===== config.mk =====
export PLATFORM = sky130hd
export DESIGN_NAME = tcsos_status
export DESIGN_NICKNAME = d
export VERILOG_FILES = /design/src/hw/tcsos_pkg.sv /design/src/hw/tcsos_status.sv
export SDC_FILE = /design/constraint.sdc
export NUM_CORES = 1
export LEC_CHECK = 0
export BUFFER_PORTS_ARGS = -buffer_cell sky130_fd_sc_hd__buf_2
export CAP_MARGIN = 15
export CORE_MARGIN = 3
export CORE_UTILIZATION = 30
export CTS_BUF_LIST = sky130_fd_sc_hd__clkbuf_8
export CTS_CLUSTER_SIZE = 20
export DETAILED_ROUTE_END_ITERATION = 16
export PLACE_DENSITY_LB_ADDON = 0.2
export REMOVE_ABC_BUFFERS = 1
export SKIP_CTS_REPAIR_TIMING = 1
export SYNTH_ARGS = -nofsm -noshare
export SYNTH_HDL_FRONTEND = slang
export SYNTH_SLANG_ARGS = --single-unit

===== constraint.sdc =====
create_clock -name pclk -period 2.5 [get_ports pclk]
set_input_delay 0.5 -clock pclk [delete_from_list [all_inputs] [get_ports pclk]]
set_output_delay 0.5 -clock pclk [all_outputs]
set_load 0.01 [all_outputs]

===== src/hw/tcsos_pkg.sv =====
package tcsos_pkg;

    // ==========================================================
    // Register map and field layout
    // ==========================================================
    localparam logic [11:0] TCSOS_OFS_IMG_LOW = 12'h000;
    localparam logic [11:0] TCSOS_OFS_IMG_HIGH = 12'h004;
    localparam logic [11:0] TCSOS_OFS_CTRL = 12'h008;

    localparam int TCSOS_LOW_MON0 = 0;
    localparam int TCSOS_LOW_MON1 = 1;
    localparam int TCSOS_LOW_CONN = 2;
    localparam int TCSOS_LOW_HEALTH = 3;
    localparam int TCSOS_LOW_NORMAL = 4;
    localparam int TCSOS_LOW_SUPPLY = 5;
    localparam int TCSOS_HIGH_OK0 = 0;
    localparam int TCSOS_CTRL_UPDATE = 0;

    localparam int TCSOS_TERMINALS = 2;
    localparam int TCSOS_PIN_W = 7;

    // ==========================================================
    // Reset values
    // ==========================================================
    localparam logic [7:0] TCSOS_IMG_RST = 8'h00;
    localparam logic [7:0] TCSOS_CTRL_RST = 8'h01;
    localparam logic [TCSOS_PIN_W-1:0] TCSOS_PIN_RST = 7'h00;

    // ==========================================================
    // Carriers
    // ==========================================================
    typedef struct packed {
        logic out0_monitored_state;
        logic out1_monitored_state;
        logic out1_fault;
        logic out0_fault;
        logic link_established;
        logic module_error;
        logic supply_bad;
    } tcsos_pins_t;

    typedef struct packed {
        logic [7:0] high;
        logic [7:0] low;
    } tcsos_image_t;

endpackage : tcsos_pkg


===== src/hw/tcsos_status.sv =====
`timescale 1ns/10ps
// Summary of operation
// - Each output terminal reports a monitored bit, 1 when on, 0 when off.
// - Each output terminal reports a status bit, 0 on fault, 1 when fault free.
// - Aggregate output health is 0 on any terminal fault, 1 only when all normal.
// - Connection-active flag is 1 while the safety link is up, default 0.
// - Module-normal flag is 1 with no module error, 0 on any error.
// - Supply error flag is 1 when I/O supply is off or out of range.

// ==========================================================
// Pin filter: three synchroniser flip-flops and an output flop, change accepted when two agree
// ==========================================================
module tcsos_pin_filter #(
    parameter int WIDTH = 1
) (
    input wire logic pclk,
    input wire logic presetn,
    input wire logic [WIDTH-1:0] pin_in,
    output logic [WIDTH-1:0] pin_out
);
    logic [WIDTH-1:0] stage1_r;
    logic [WIDTH-1:0] stage2_r;
    logic [WIDTH-1:0] stage3_r;
    logic [WIDTH-1:0] filt_r;

    // The first stage feeds only the second, so no logic sees a metastable level.
    always_ff @(posedge pclk or negedge presetn) begin
        if (!presetn) begin
            stage1_r <= '0;
            stage2_r <= '0;
            stage3_r <= '0;
        end else begin
            stage1_r <= pin_in;
            stage2_r <= stage1_r;
            stage3_r <= stage2_r;
        end
    end

    always_ff @(posedge pclk or negedge presetn) begin
        if (!presetn) begin
            filt_r <= '0;
        end else begin
            for (int i = 0; i < WIDTH; i++) begin
                if (stage2_r[i] == stage3_r[i]) begin
                    filt_r[i] <= stage3_r[i];
                end
            end
        end
    end

    assign pin_out = filt_r;
endmodule : tcsos_pin_filter

// ==========================================================
// Status image with APB register access
// ==========================================================
module tcsos_status (
    input wire logic pclk,
    input wire logic presetn,
    input wire logic psel,
    input wire logic penable,
    input wire logic pwrite,
    input wire logic [11:0] paddr,
    input wire logic [31:0] pwdata,
    output logic [31:0] prdata,
    output logic pready,
    output logic pslverr,
    input wire tcsos_pkg::tcsos_pins_t pins
);
    import tcsos_pkg::*;

    tcsos_pins_t filt;
    tcsos_image_t image_r;
    tcsos_image_t image_nxt;
    logic [7:0] ctrl_r;
    logic [31:0] prdata_r;
    logic [TCSOS_TERMINALS-1:0] fault_free;
    logic [TCSOS_TERMINALS-1:0] monitored;
    logic [TCSOS_TERMINALS-1:0] fault_raw;
    logic setup;
    logic access;
    logic addr_hit;
    logic ro_write;

    // ==========================================================
    // Pin conditioning
    // ==========================================================
    tcsos_pin_filter #(
        .WIDTH(TCSOS_PIN_W)
    ) u_filter (
        .pclk(pclk),
        .presetn(presetn),
        .pin_in(pins),
        .pin_out(filt)
    );

    // ==========================================================
    // Image assembly
    // ==========================================================
    assign monitored = {filt.out1_monitored_state, filt.out0_monitored_state};
    assign fault_raw = {filt.out1_fault, filt.out0_fault};

    generate
        for (genvar t = 0; t < TCSOS_TERMINALS; t++) begin : g_term
            assign fault_free[t] = ~fault_raw[t];
        end
    endgenerate

    always_comb begin
        image_nxt.low = TCSOS_IMG_RST;
        image_nxt.high = TCSOS_IMG_RST;
        image_nxt.low[TCSOS_LOW_MON0 +: TCSOS_TERMINALS] = monitored;
        image_nxt.low[TCSOS_LOW_CONN] = filt.link_established;
        image_nxt.low[TCSOS_LOW_HEALTH] = &fault_free;
        image_nxt.low[TCSOS_LOW_NORMAL] = ~filt.module_error;
        image_nxt.low[TCSOS_LOW_SUPPLY] = filt.supply_bad;
        image_nxt.high[TCSOS_HIGH_OK0 +: TCSOS_TERMINALS] = fault_free;
    end

    // Both bytes load on the same edge, but they are read in separate transfers, so only a cleared update bit rules out a torn image.
    always_ff @(posedge pclk or negedge presetn) begin
        if (!presetn) begin
            image_r.low <= TCSOS_IMG_RST;
            image_r.high <= TCSOS_IMG_RST;
        end else if (ctrl_r[TCSOS_CTRL_UPDATE]) begin
            image_r <= image_nxt;
        end
    end

    // ==========================================================
    // APB slave
    // ==========================================================
    assign setup = psel & ~penable;
    assign access = psel & penable;
    assign addr_hit = (paddr == TCSOS_OFS_IMG_LOW) | (paddr == TCSOS_OFS_IMG_HIGH) | (paddr == TCSOS_OFS_CTRL);
    assign ro_write = pwrite & ((paddr == TCSOS_OFS_IMG_LOW) | (paddr == TCSOS_OFS_IMG_HIGH));
    assign pready = 1'b1;
    assign pslverr = access & (~addr_hit | ro_write);

    always_ff @(posedge pclk or negedge presetn) begin
        if (!presetn) begin
            ctrl_r <= TCSOS_CTRL_RST;
        end else if (access && pwrite && paddr == TCSOS_OFS_CTRL) begin
            ctrl_r <= {7'h00, pwdata[TCSOS_CTRL_UPDATE]};
        end
    end

    // Read data is captured in the setup cycle so it leaves a flip-flop.
    always_ff @(posedge pclk or negedge presetn) begin
        if (!presetn) begin
            prdata_r <= 32'h00000000;
        end else if (setup) begin
            case (paddr)
                TCSOS_OFS_IMG_LOW: prdata_r <= {24'h000000, image_r.low};
                TCSOS_OFS_IMG_HIGH: prdata_r <= {24'h000000, image_r.high};
                TCSOS_OFS_CTRL: prdata_r <= {24'h000000, ctrl_r};
                default: prdata_r <= 32'h00000000;
            endcase
        end
    end

    assign prdata = prdata_r;

    // ==========================================================
    // Checks
    // ==========================================================
    mon_follow_a: assert property (@(posedge pclk) disable iff (!presetn)
        ctrl_r[TCSOS_CTRL_UPDATE] |=> image_r.low[TCSOS_LOW_MON0] == $past(filt.out0_monitored_state))
        else $error("Monitored bit of terminal zero did not follow its pin.");

    status_follow_a: assert property (@(posedge pclk) disable iff (!presetn)
        ctrl_r[TCSOS_CTRL_UPDATE] |=> image_r.high[TCSOS_HIGH_OK0 + 1] == !$past(filt.out1_fault))
        else $error("Status bit of terminal one does not mirror its fault.");

    health_zero_a: assert property (@(posedge pclk) disable iff (!presetn)
        (ctrl_r[TCSOS_CTRL_UPDATE] && (filt.out0_fault || filt.out1_fault)) |=> !image_r.low[TCSOS_LOW_HEALTH])
        else $error("Health flag stayed high with a terminal fault.");

    health_and_a: assert property (@(posedge pclk) disable iff (!presetn)
        image_r.low[TCSOS_LOW_HEALTH] == &image_r.high[TCSOS_HIGH_OK0 +: TCSOS_TERMINALS])
        else $error("Health flag disagrees with the terminal status bits.");

    conn_follow_a: assert property (@(posedge pclk) disable iff (!presetn)
        ($rose(filt.link_established) && ctrl_r[TCSOS_CTRL_UPDATE]) |=> image_r.low[TCSOS_LOW_CONN])
        else $error("Connection flag did not rise with the link.");

    normal_flag_a: assert property (@(posedge pclk) disable iff (!presetn)
        ctrl_r[TCSOS_CTRL_UPDATE] |=> image_r.low[TCSOS_LOW_NORMAL] != $past(filt.module_error))
        else $error("Module normal flag does not oppose the module error.");

    supply_flag_a: assert property (@(posedge pclk) disable iff (!presetn)
        (pins.supply_bad && ctrl_r[TCSOS_CTRL_UPDATE]) [*6] |-> image_r.low[TCSOS_LOW_SUPPLY])
        else $error("Supply error flag missing after a steady supply fault.");

    image_hold_a: assert property (@(posedge pclk) disable iff (!presetn)
        !ctrl_r[TCSOS_CTRL_UPDATE] |=> $stable(image_r))
        else $error("Image changed while updates were held.");

    mon1_follow_a: assert property (@(posedge pclk) disable iff (!presetn)
        ctrl_r[TCSOS_CTRL_UPDATE] |=> image_r.low[TCSOS_LOW_MON1] == $past(filt.out1_monitored_state))
        else $error("Monitored bit of terminal one did not follow its pin.");

    status0_follow_a: assert property (@(posedge pclk) disable iff (!presetn)
        ctrl_r[TCSOS_CTRL_UPDATE] |=> image_r.high[TCSOS_HIGH_OK0] == !$past(filt.out0_fault))
        else $error("Status bit of terminal zero does not mirror its fault.");

    health_one_a: assert property (@(posedge pclk) disable iff (!presetn)
        (ctrl_r[TCSOS_CTRL_UPDATE] && !filt.out0_fault && !filt.out1_fault) |=> image_r.low[TCSOS_LOW_HEALTH])
        else $error("Health flag stayed low with all terminals normal.");

    conn_value_a: assert property (@(posedge pclk) disable iff (!presetn)
        ctrl_r[TCSOS_CTRL_UPDATE] |=> image_r.low[TCSOS_LOW_CONN] == $past(filt.link_established))
        else $error("Connection flag does not track the link.");

    supply_value_a: assert property (@(posedge pclk) disable iff (!presetn)
        ctrl_r[TCSOS_CTRL_UPDATE] |=> image_r.low[TCSOS_LOW_SUPPLY] == $past(filt.supply_bad))
        else $error("Supply error flag does not track the supply state.");

    // A refused write must leave the control register untouched.
    ctrl_guard_a: assert property (@(posedge pclk) disable iff (!presetn)
        (access && pwrite && paddr != TCSOS_OFS_CTRL) |=> ctrl_r == $past(ctrl_r))
        else $error("Control register changed on a refused write.");

endmodule : tcsos_status


==> metrics.md, run 1 <==
| Metric | Value |
|---|---|
| Status | `finished clean` |
| Clock buffer depth | `2` |
| GPL Wtd Cong | `a little under 0.7` |
| Final WL | `2525 um` |
| Final Hold Fails | `0` |
| Synth Register Bits | `43` |
| Final Critical Period | `approximately 2 ns` |
| Chip Height | `81.40 um` |
| Worst path slowest cell | `nor4_4` |
| Multi-input logic area | `510.5 um^2` |
| Initial DRC count | `28` |
| Routed vias | `934` |
| # fillers | `521` |
| Skew final | `0.003871 ns` |
| Worst-path clk slew | `0.08 ns` |
| Inserted Clock Buffers | `5` |
| CTS tree | `yes` |
| Diodes inserted | `0` |
| Share of layout cells above drive strength 1 | `30.86%` |
| Actual slew at the worst max-slew pin | `0.9321 ns` |
| Max-Cap Viols | `0` |
| Crit path DAT | `1.49 ns` |
| Layout overhead on the synthesized area | `13.43%` |
| Number of global-route vias before repair | `961` |
| Synth area leader | `dfrtp_1` |
| Tot GR Track Use | `8.880%` |
| CP required | `2.00 ns` |
| Mapped cell area | `approximately 1700 um^2` |
| CTS HTree Levels | `2` |
| Pin count of the biggest net entering global routing | `44` |
| Initial Util | `32.16%` |
| Critical Path Sink Type | `primary output` |
| Slew Limit Fails | `0` |
| Sequential share of the synthesized area | `63.17%` |
| CP max FO | `3` |
| Num Clock Sinks | `43` |
| Core area | `5303 um^2` |
| PwrDens | `672.9 nW/um^2` |
| Element type at the critical path start | `input port` |
| Yosys top cell area share | `approximately three fifths` |
| IO Port Bufs | `31` |
| Antenna viol nets, final | `0` |
| Rel. slew slack | `a little under two fifths` |
| Final setup viols | `0` |
| Synth area leaders | `dfrtp_1 62%, buf_4 12%, maj3_1 4.1%, mux2_2 4.0%, nor4_4 2.5%` |
| Fmax | `502.3 MHz` |
| First-pass GRT wire length | `4347 um` |
| Nets | `217` |
| Placed Cells | `224` |
| Hold WC Path Type | `in2reg` |
| Overall Power | `roughly 0.0013 W` |
| Total die area | `between 6000 and 7000 um^2` |
| Period utilisation layout | `79.63%` |
| Gr ovfl total | `0` |
| WS Path Type | `in2out` |
| Row count | `26` |
| Initial antenna violation count | `0` |
| Maximum VDD drop | `0.3291 mV` |
| Final non-filler cell total | `232` |
| Final setup TNS | `0 ns` |
| # DRC | `0` |
| Top cell by count, worst path | `buf_2` |
| DR pass1 iterations | `3` |
| Clock root cell | `clkbuf_8` |
| Crit-path cells | `buf_2 > nor4_4 > nand3_2 > o211a_1 > buf_2` |
| Leakage | `~0.93 nW` |
| Worst-skew pair later-pin latency | `0.29 ns` |
| Mapped Cells | `between 100 and 150` |
| Post-Syn Area per Cell | `13.43 um^2` |
| Largest stage delay on the critical path | `0.33 ns` |
| RSZ-0062 raised after global routing | `false` |
| Cell variety after synth | `26` |
| Routed len/inst | `10.88 um` |
| Die width | `between 80 and 90 um` |
| # IOs | `90` |
| Sequential cell area | `1077 um^2` |
| YS warnings | `0` |
| Vias per std cell | `4.026` |
==> metal layers <==
layer	share of wire, %	vias up	GRT usage, %
met1	43	430	9.888
li1	-	443	-
met5	0	-	0
met4	0.83	0	4.561
met3	15	2	4.435
met2	41	59	13.93
==> synth_stat cells <==
master,number
nand3b_1,1
dfstp_2,1
o21ai_0,4
maj3_1,7
nand4_1,2
clkbuf_1,1
nor4bb_1,1
nand2b_1,1
buf_4,27
nor4_4,2
mux2i_1,2
nor2_1,6
nand2_1,10
nor2b_1,1
buf_2,1
a21oi_1,3
o41ai_2,1
o21a_1,1
dfrtp_1,42
mux2_1,1
and3b_1,1
conb_1,2
nand3_2,1
o31ai_1,1
o211a_1,1
mux2_2,6
==> cells in the final DEF (no fill, tap or decap), types with 3 or more instances in the layout <==
cell type	instances
dfrtp_1	42
conb_1	27
maj3_1	7
nand2_1	10
clkbuf_8	7
o21ai_0	4
mux2_2	6
a21oi_1	3
nor2_1	6
buf_2	31
==> layout make-up <==
class	count	share of cell area, %
clock buffers	7	4.981
clock inverters	1	0.3881
well taps	70	4.528
multi-input cells	80	26.39
flip-flops and latches	43	55.69
repair buffers	31	8.021
==> power breakdown <==
group	internal, W	switching [W]	total, W	leakage, nW
registers	0.000726	0.0000143	0.000740	0.532
clock network	0.000251	0.000226	0.000477	0.0505
logic	0.0000301	0.0000542	0.0000843	0.348
==> final timing paths <==
kind,from,end,slack (ns),depth (start not counted)
min in group asynchronous,presetn,u_filter.stage1_r[5],0.34,1
min,pins[0],u_filter.stage1_r[0],0.31,1
max reg2reg,ctrl_r[0],prdata[0],1.29,3
max,paddr[1],pslverr,0.51,5
min reg2reg,u_filter.stage1_r[1],u_filter.stage2_r[1],0.35,0
max in group asynchronous,presetn,prdata[0],1.57,1
==> worst max-delay path, delay by kind of cell <==
family / cells / cell delay [ns]
AND/OR/NAND/NOR: 2 / 0.48
buffers and inverters: 2 / 0.26
AO/OA/AOI/OAI: 1 / 0.25
==> kinds of logic (layout without fill, tap and decap cells) <==
group / after synthesis / after routing / synth area share, %
flip-flops: 43 / 43 / 63.17
buffers and inverters: 29 / 39 / 12.40
multiplexers: 9 / 9 / 5.796
AND/OR/NAND/NOR: 26 / 26 / 9.612
other: 2 / 27 / 0.4404
AO/OA/AOI/OAI: 11 / 11 / 4.476
adder cells (fa/ha/maj): 7 / 7 / 4.109
==> registers in the layout (all words and copies together) (netlist names) <==
signal	flops
ctrl_r	1
prdata	6
u_filter.stage2_r	7
u_filter.pin_out	7
image_r	8
u_filter.stage1_r	7
u_filter.stage3_r	7
==> metrics by stage <==
step                setup WS [ns]  cell area [um^2]  utilization, %  hold WS, ns
floorplan                  0.7970              1588               -       0.2044
global placement           0.5179              1831           34.52       0.3315
detailed placement         0.5030              1831           34.52       0.3347
CTS                        0.4895              1934           36.48       0.2976
global route               0.4577              1934           36.48       0.2882
finish                     0.5092              1934           36.48       0.3095
(Power assumes the default switching activity.)
==> run 2: changes to the inputs <==
ABC_AREA = 1   (was not set)
clock period = 1.75 ns   (was 2.5 ns; I/O delays follow)
==> run 2 against run 1 <==
Against the previous run:
- clock power rose by 42%
- global-route usage fell by 0.52 points
- design area rose by 2.7%
- first-iteration DRC count fell by 18%
- synthesized cell count rose by 22%
- sequential share of layout area fell by 1.4 points
- critical endpoint unchanged
- hold slack got worse by 0.19 ns
- sequential power rose by 46%
- register-to-register slack got worse by 0.74 ns
- critical path depth rose by 2
==> metrics.md, run 2 <==
| Metric | Value |
|---|---|
| Status | `finished clean` |
| PwrDens | `951.1 nW/um^2` |
| Share of layout cells above drive strength 1 | `between 20% and 30%` |
| Dpl hpwl | `1881 um` |
| Synth Area in Compound Gates | `6.146%` |
| DR pass1 iterations | `3` |
| Num Clock Sinks | `43` |
| Initial antenna violation count | `0` |
| Pin count of the biggest net entering global routing | `44` |
| Final WL | `roughly 2500 um` |
| CP max FO | `2` |
| Crit path DAT | `1.22 ns` |
| Prevailing post-synth register cell | `dfrtp_1` |
| Gr ovfl total | `0` |
| # IOs | `90` |
| Top post-synthesis cells by count | `42 x dfrtp_1, 28 x buf_4, 27 x nand2_1` |
| Leakage | `1.011 nW` |
| Reg-to-reg endpoint | `image_r[3]` |
| Cell with the most instances after synthesis | `dfrtp_1` |
| YS warnings | `0` |
| Number of global-route vias before repair | `~950` |
| Row count | `27` |
| FF-to-FF path depth | `3` |
| Placed Area | `1882 um^2` |
| Core area | `5540 um^2` |
| Routed len/inst | `9.477 um` |
| Inserted Clock Buffers | `5` |
| Element type at the critical path start | `input port` |
| Actual slew at the worst max-slew pin | `approximately 0.53 ns` |
| R2r setup slk | `approximately 0.55 ns` |
| Yosys top cell area share | `60.74%` |
| Final Critical Period | `around 1.6 ns` |
| CTS tree | `yes` |
| Synth area leader | `dfrtp_1` |
| Final setup viols | `0` |
| Antenna viol nets, final | `0` |
| Max reg flops | `8` |
| Mapped cell area | `approximately 1700 um^2` |
| Most frequent cells in the layout | `42 x dfrtp_1, 31 x buf_2, 27 x nand2_1, 27 x conb_1, 11 x nor2_1` |
| Worst-path clk slew | `0.08 ns` |
| Layout overhead on the synthesized area | `14.75%` |
| Diodes inserted | `0` |
| Initial DRC count | `23` |
| # DRC | `0` |
| Total die area | `6715 um^2` |
| CP required | `1.40 ns` |
| CTS HTree Levels | `2` |
| Post-Synth Simple-Gate Area | `between 10% and 20%` |
| Final Hold Fails | `0` |
| Max-Cap Viols | `0` |
| GPL Wtd Cong | `0.7141` |
| Slew Limit Fails | `0` |
| Critical Path Sink Type | `primary output` |
| Mux cell area share after synthesis | `0%` |
| Routed vias | `1013` |
| Synth Register Bits | `43` |
| Tot GR Track Use | `under 10%` |
| Skew final | `0.008549 ns` |
| Synth area leaders | `dfrtp_1 61%, buf_4 12%, nand2_1 5.9%, maj3_1 4.0%, nor2_1 2.4%` |
| R2r startpoint | `ctrl_r[0]` |
| Chip Height | `between 80 and 90 um` |
| Final non-filler cell total | `266` |
| Final setup TNS | `0 ns` |
| First-pass GRT wire length | `4167 um` |
| Hold WC Path Type | `in2async` |
| Clock buffer depth | `2` |
| Fin area | `1986 um^2` |
| Asr flop ratio synth | `100.0%` |
| Post-synth EDFFs | `0` |
| Nets | `249` |
| RSZ-0062 raised after global routing | `false` |
| Maximum VDD drop | `0.4915 mV` |
| Post-Syn Area per Cell | `11.16 um^2` |
| Largest family of logic cells by synthesized area | `buffers and inverters` |
| Vias per std cell | `3.808` |
| Fmax | `638.1 MHz` |
| Mapped Cells | `155` |
| Worst-skew pair later-pin latency | `0.29 ns` |
| Sequential share of the synthesized area | `62.26%` |
| Clock root cell | `clkbuf_8` |
| Biggest register | `image_r` |
| Initial Util | `31.23%` |
| WS Path Type | `in2out` |
| Post-Synth Adder-Cell Area | `4.049%` |
| XOR/XNOR share of the synthesized area | `0%` |
| Placed Cells | `258` |
| Most common cell after layout, fill and taps aside | `dfrtp_1` |
| Die width | `81.95 um` |
| Rel. slew slack | `64.77%` |
| IO Port Bufs | `31` |
| Period utilisation layout | `89.55%` |
| Cell variety after synth | `20` |
run 2: cell count changes after synthesis, moves of 3 or more:
cell	before	now
inv_1	0	10
mux2_2	6	0
nand2_1	10	27
nand3_1	0	6
nor2_1	6	11
o31ai_2	0	3
run 2: how the worst max path moves through the flow:
stage,from,cells after the start,to
floorplan,paddr[11],5,pslverr
global placement,paddr[1],7,pslverr
detailed placement,paddr[1],7,pslverr
CTS,paddr[1],7,pslverr
global route,paddr[1],7,pslverr
finish,paddr[1],7,pslverr
run 2: area by class of cell:
class / count / area, um^2
clock buffer: 7 / 96.34
clock inverter: 1 / 7.507
fill: 570 / 3555
inverter: 12 / 45.04
multi-input combinational: 97 / 491.7
sequential: 43 / 1077
tap: 72 / 90.09
timing repair buffer: 34 / 177.7
run 2: kinds of logic (layout without fill, tap and decap cells):
family / count (synthesis) / count (layout)
adder cells (fa/ha/maj): 7 / 7
buffers and inverters: 40 / 54
other: 2 / 27
flip-flops: 43 / 43
AO/OA/AOI/OAI: 14 / 14
AND/OR/NAND/NOR: 49 / 49
run 2: power breakdown:
part	total, W	leakage, nW	switching, W	internal (W)
logic	0.000132	0.445	0.0000841	0.0000475
clock network	0.000679	0.0505	0.000321	0.000359
registers	0.00108	0.515	0.0000256	0.00105
run 2: per-layer routing:
metal  global-route usage [%]  share of wire, %
met1                    10.26                45
met2                    12.36                39
met3                    3.947                14
met4                    3.987               1.5
met5                        0                 0
run 2: worst max-delay path, stage by stage:
cell,delay [ns]
buf_2,0.10
nor2_1,0.13
inv_1,0.05
nor2_1,0.15
o21ai_2,0.09
o21ba_2,0.21
buf_2,0.13
run 2: through the flow:
stage / setup WS (ns) / hold slack, ns / total power (W) / utilization, %
after floorplan: 0.3615 / 0.05441 / 0.001167 / -
final: 0.1829 / 0.1231 / 0.001889 / 35.84
after global placement: 0.1673 / 0.3324 / 0.001228 / 33.97
after CTS: 0.1610 / 0.1359 / 0.001926 / 35.84
after detailed placement: 0.1715 / 0.3347 / 0.001233 / 33.97
after global routing: 0.05606 / 0.1368 / 0.002010 / 35.84
==> run 3: changes to the inputs <==
SETUP_SLACK_MARGIN = 0.5   (was not set)
==> run 3 against run 2 <==
Against the previous run:
- clock-buffer cell count unchanged
- non-clock buffer count up 4
- global-route usage unchanged
- routed wire length up 2.3%
- cell count up 1.5%
- clock skew about the same
- sequential share of layout area down 2.2 points
- total power up 0.84%
- sequential power about the same
- combinational power up 11%
==> metrics.md, run 3 (synthesis gave the netlist of run 2 again) <==
| Metric | Value |
|---|---|
| Initial DRC count | `15` |
| # IOs | `90` |
| CTS HTree Levels | `2` |
| Die width | `81.95 um` |
| Most frequent cells in the layout | `42 x dfrtp_1, 27 x conb_1, 27 x buf_2` |
| Worst-path clk slew | `0.08 ns` |
| Most common cell after layout, fill and taps aside | `dfrtp_1` |
| Status | `finished clean` |
| Pin count of the biggest net entering global routing | `44` |
| Share of layout cells above drive strength 1 | `between 30% and 40%` |
| Crit-path cells | `buf_2 > nor2_4 > inv_1 > nor2_2 > o21ai_2 > o21ba_2 > buf_6` |
| Final setup TNS | `0 ns` |
| Routed vias | `1032` |
| Skew final | `0.008197 ns` |
| Critical Path Sink Type | `primary output` |
| Final setup viols | `0` |
| Rel. slew slack | `between 60% and 70%` |
| Chip Height | `81.95 um` |
| Worst path slowest cell | `o21ba_2` |
| Final Hold Fails | `0` |
| RSZ-0062 raised after global routing | `true` |
| Slew Limit Fails | `0` |
| Leakage | `1.038 nW` |
| Largest stage delay on the critical path | `about 0.20 ns` |
| Hold WC Path Type | `in2async` |
| WS Path Type | `in2out` |
| Multi-input logic area | `521.8 um^2` |
| Initial Util | `31.23%` |
| Nets | `~250` |
| Routed len/inst | `9.552 um` |
| First-pass GRT wire length | `between 4000 and 5000 um` |
| Element type at the critical path start | `input port` |
| Diodes inserted | `0` |
| GPL Wtd Cong | `~0.7` |
| Inserted Clock Buffers | `5` |
| Gr ovfl total | `0` |
| DR pass1 iterations | `3` |
| Max-Cap Viols | `0` |
| IO Port Bufs | `31` |
| Worst-skew pair later-pin latency | `about 0.29 ns` |
| CP max FO | `2` |
| CTS tree | `yes` |
| CP required | `1.40 ns` |
| Maximum VDD drop | `0.4924 mV` |
| Dpl hpwl | `1881 um` |
| Clock root cell | `clkbuf_8` |
| Final Critical Period | `1.493 ns` |
| Final WL | `2579 um` |
| Layout overhead on the synthesized area | `19.67%` |
| Initial antenna violation count | `0` |
| PwrDens | `~900 nW/um^2` |
| WP buf/inv | `3` |
| # DRC | `0` |
| Fmax | `669.8 MHz` |
| Final hold slack | `around 0.12 ns` |
| Final non-filler cell total | `270` |
| Tot GR Track Use | `8.362%` |
| Number of global-route vias before repair | `954` |
| Num Clock Sinks | `43` |
| Actual slew at the worst max-slew pin | `0.5279 ns` |
| Total die area | `6715 um^2` |
| Sequential cell area | `approximately 1100 um^2` |
| Antenna viol nets, final | `0` |
| Vias per std cell | `between 3 and 4` |
| Biggest register | `image_r` |
| Clock buffer depth | `2` |
| # fillers | `approximately 560` |
| Core area | `5540 um^2` |
| Crit path DAT | `1.14 ns` |
| Period utilisation layout | `85.31%` |
| CP top delay family | `buffers and inverters` |
| Placed Cells | `~260` |
| Overall Power | `around 0.0019 W` |
| Max reg flops | `8` |
| Row count | `27` |
[run 3: changes by cell type in the layout (fill, tap and decap cells not counted), moves of 3 or more]
cell,delta
nor2_4,+3
nor2_1,-4
buf_2,-4
buf_6,+4
buf_4,+4
[run 3: layout make-up]
class                           count  area share [%]
Sequential cell                    43           52.02
Multi-Input combinational cell     97           25.20
Timing Repair Buffer               38           11.24
Clock buffer                        7           4.653
Tap cell                           72           4.350
Inverter                           12           2.175
Clock inverter                      1          0.3625
[run 3: power by group]
part	total (W)	switching, W	leakage, nW	internal, W
logic	0.000147	0.0000900	0.473	0.0000567
clock network	0.000680	0.000321	0.0505	0.000359
registers	0.00108	0.0000256	0.515	0.00105
total	0.00190	0.000437	1.04	0.00147
[run 3: metal layers]
layer,track usage (%),vias up,part of all wire (%)
li1,-,520,-
met1,10.26,450,46
met2,12.36,58,40
met3,3.947,4,13
met4,3.987,0,1.5
met5,0,-,0
[run 3: path summary, 6_finish.rpt]
| path | startpoint | endpoint | slack, ns | depth (start not counted) |
|---|---|---|---|---|
| setup / recovery | paddr[1] | pslverr | 0.26 | 7 |
| max in group asynchronous | presetn | ctrl_r[0] | 1.26 | 2 |
| min in group pclk | pins[4] | u_filter.stage1_r[4] | 0.16 | 1 |
| hold reg to reg | u_filter.stage1_r[4] | u_filter.stage2_r[4] | 0.35 | 0 |
| hold / removal | presetn | image_r[0] | 0.12 | 2 |
| setup reg to reg | ctrl_r[0] | image_r[3] | 0.65 | 3 |
[run 3: through the flow]
stage          utilization (%)  setup slack (ns)  cell area [um^2]
4_1_cts                  35.84            0.1610              1986
3_5_place_dp             33.97            0.1715              1882
2_1_floorplan                -            0.3615              1614
6_report                 37.38            0.2571              2071
3_3_place_gp             33.97            0.1673              1882
5_1_grt                  37.38            0.1862              2071
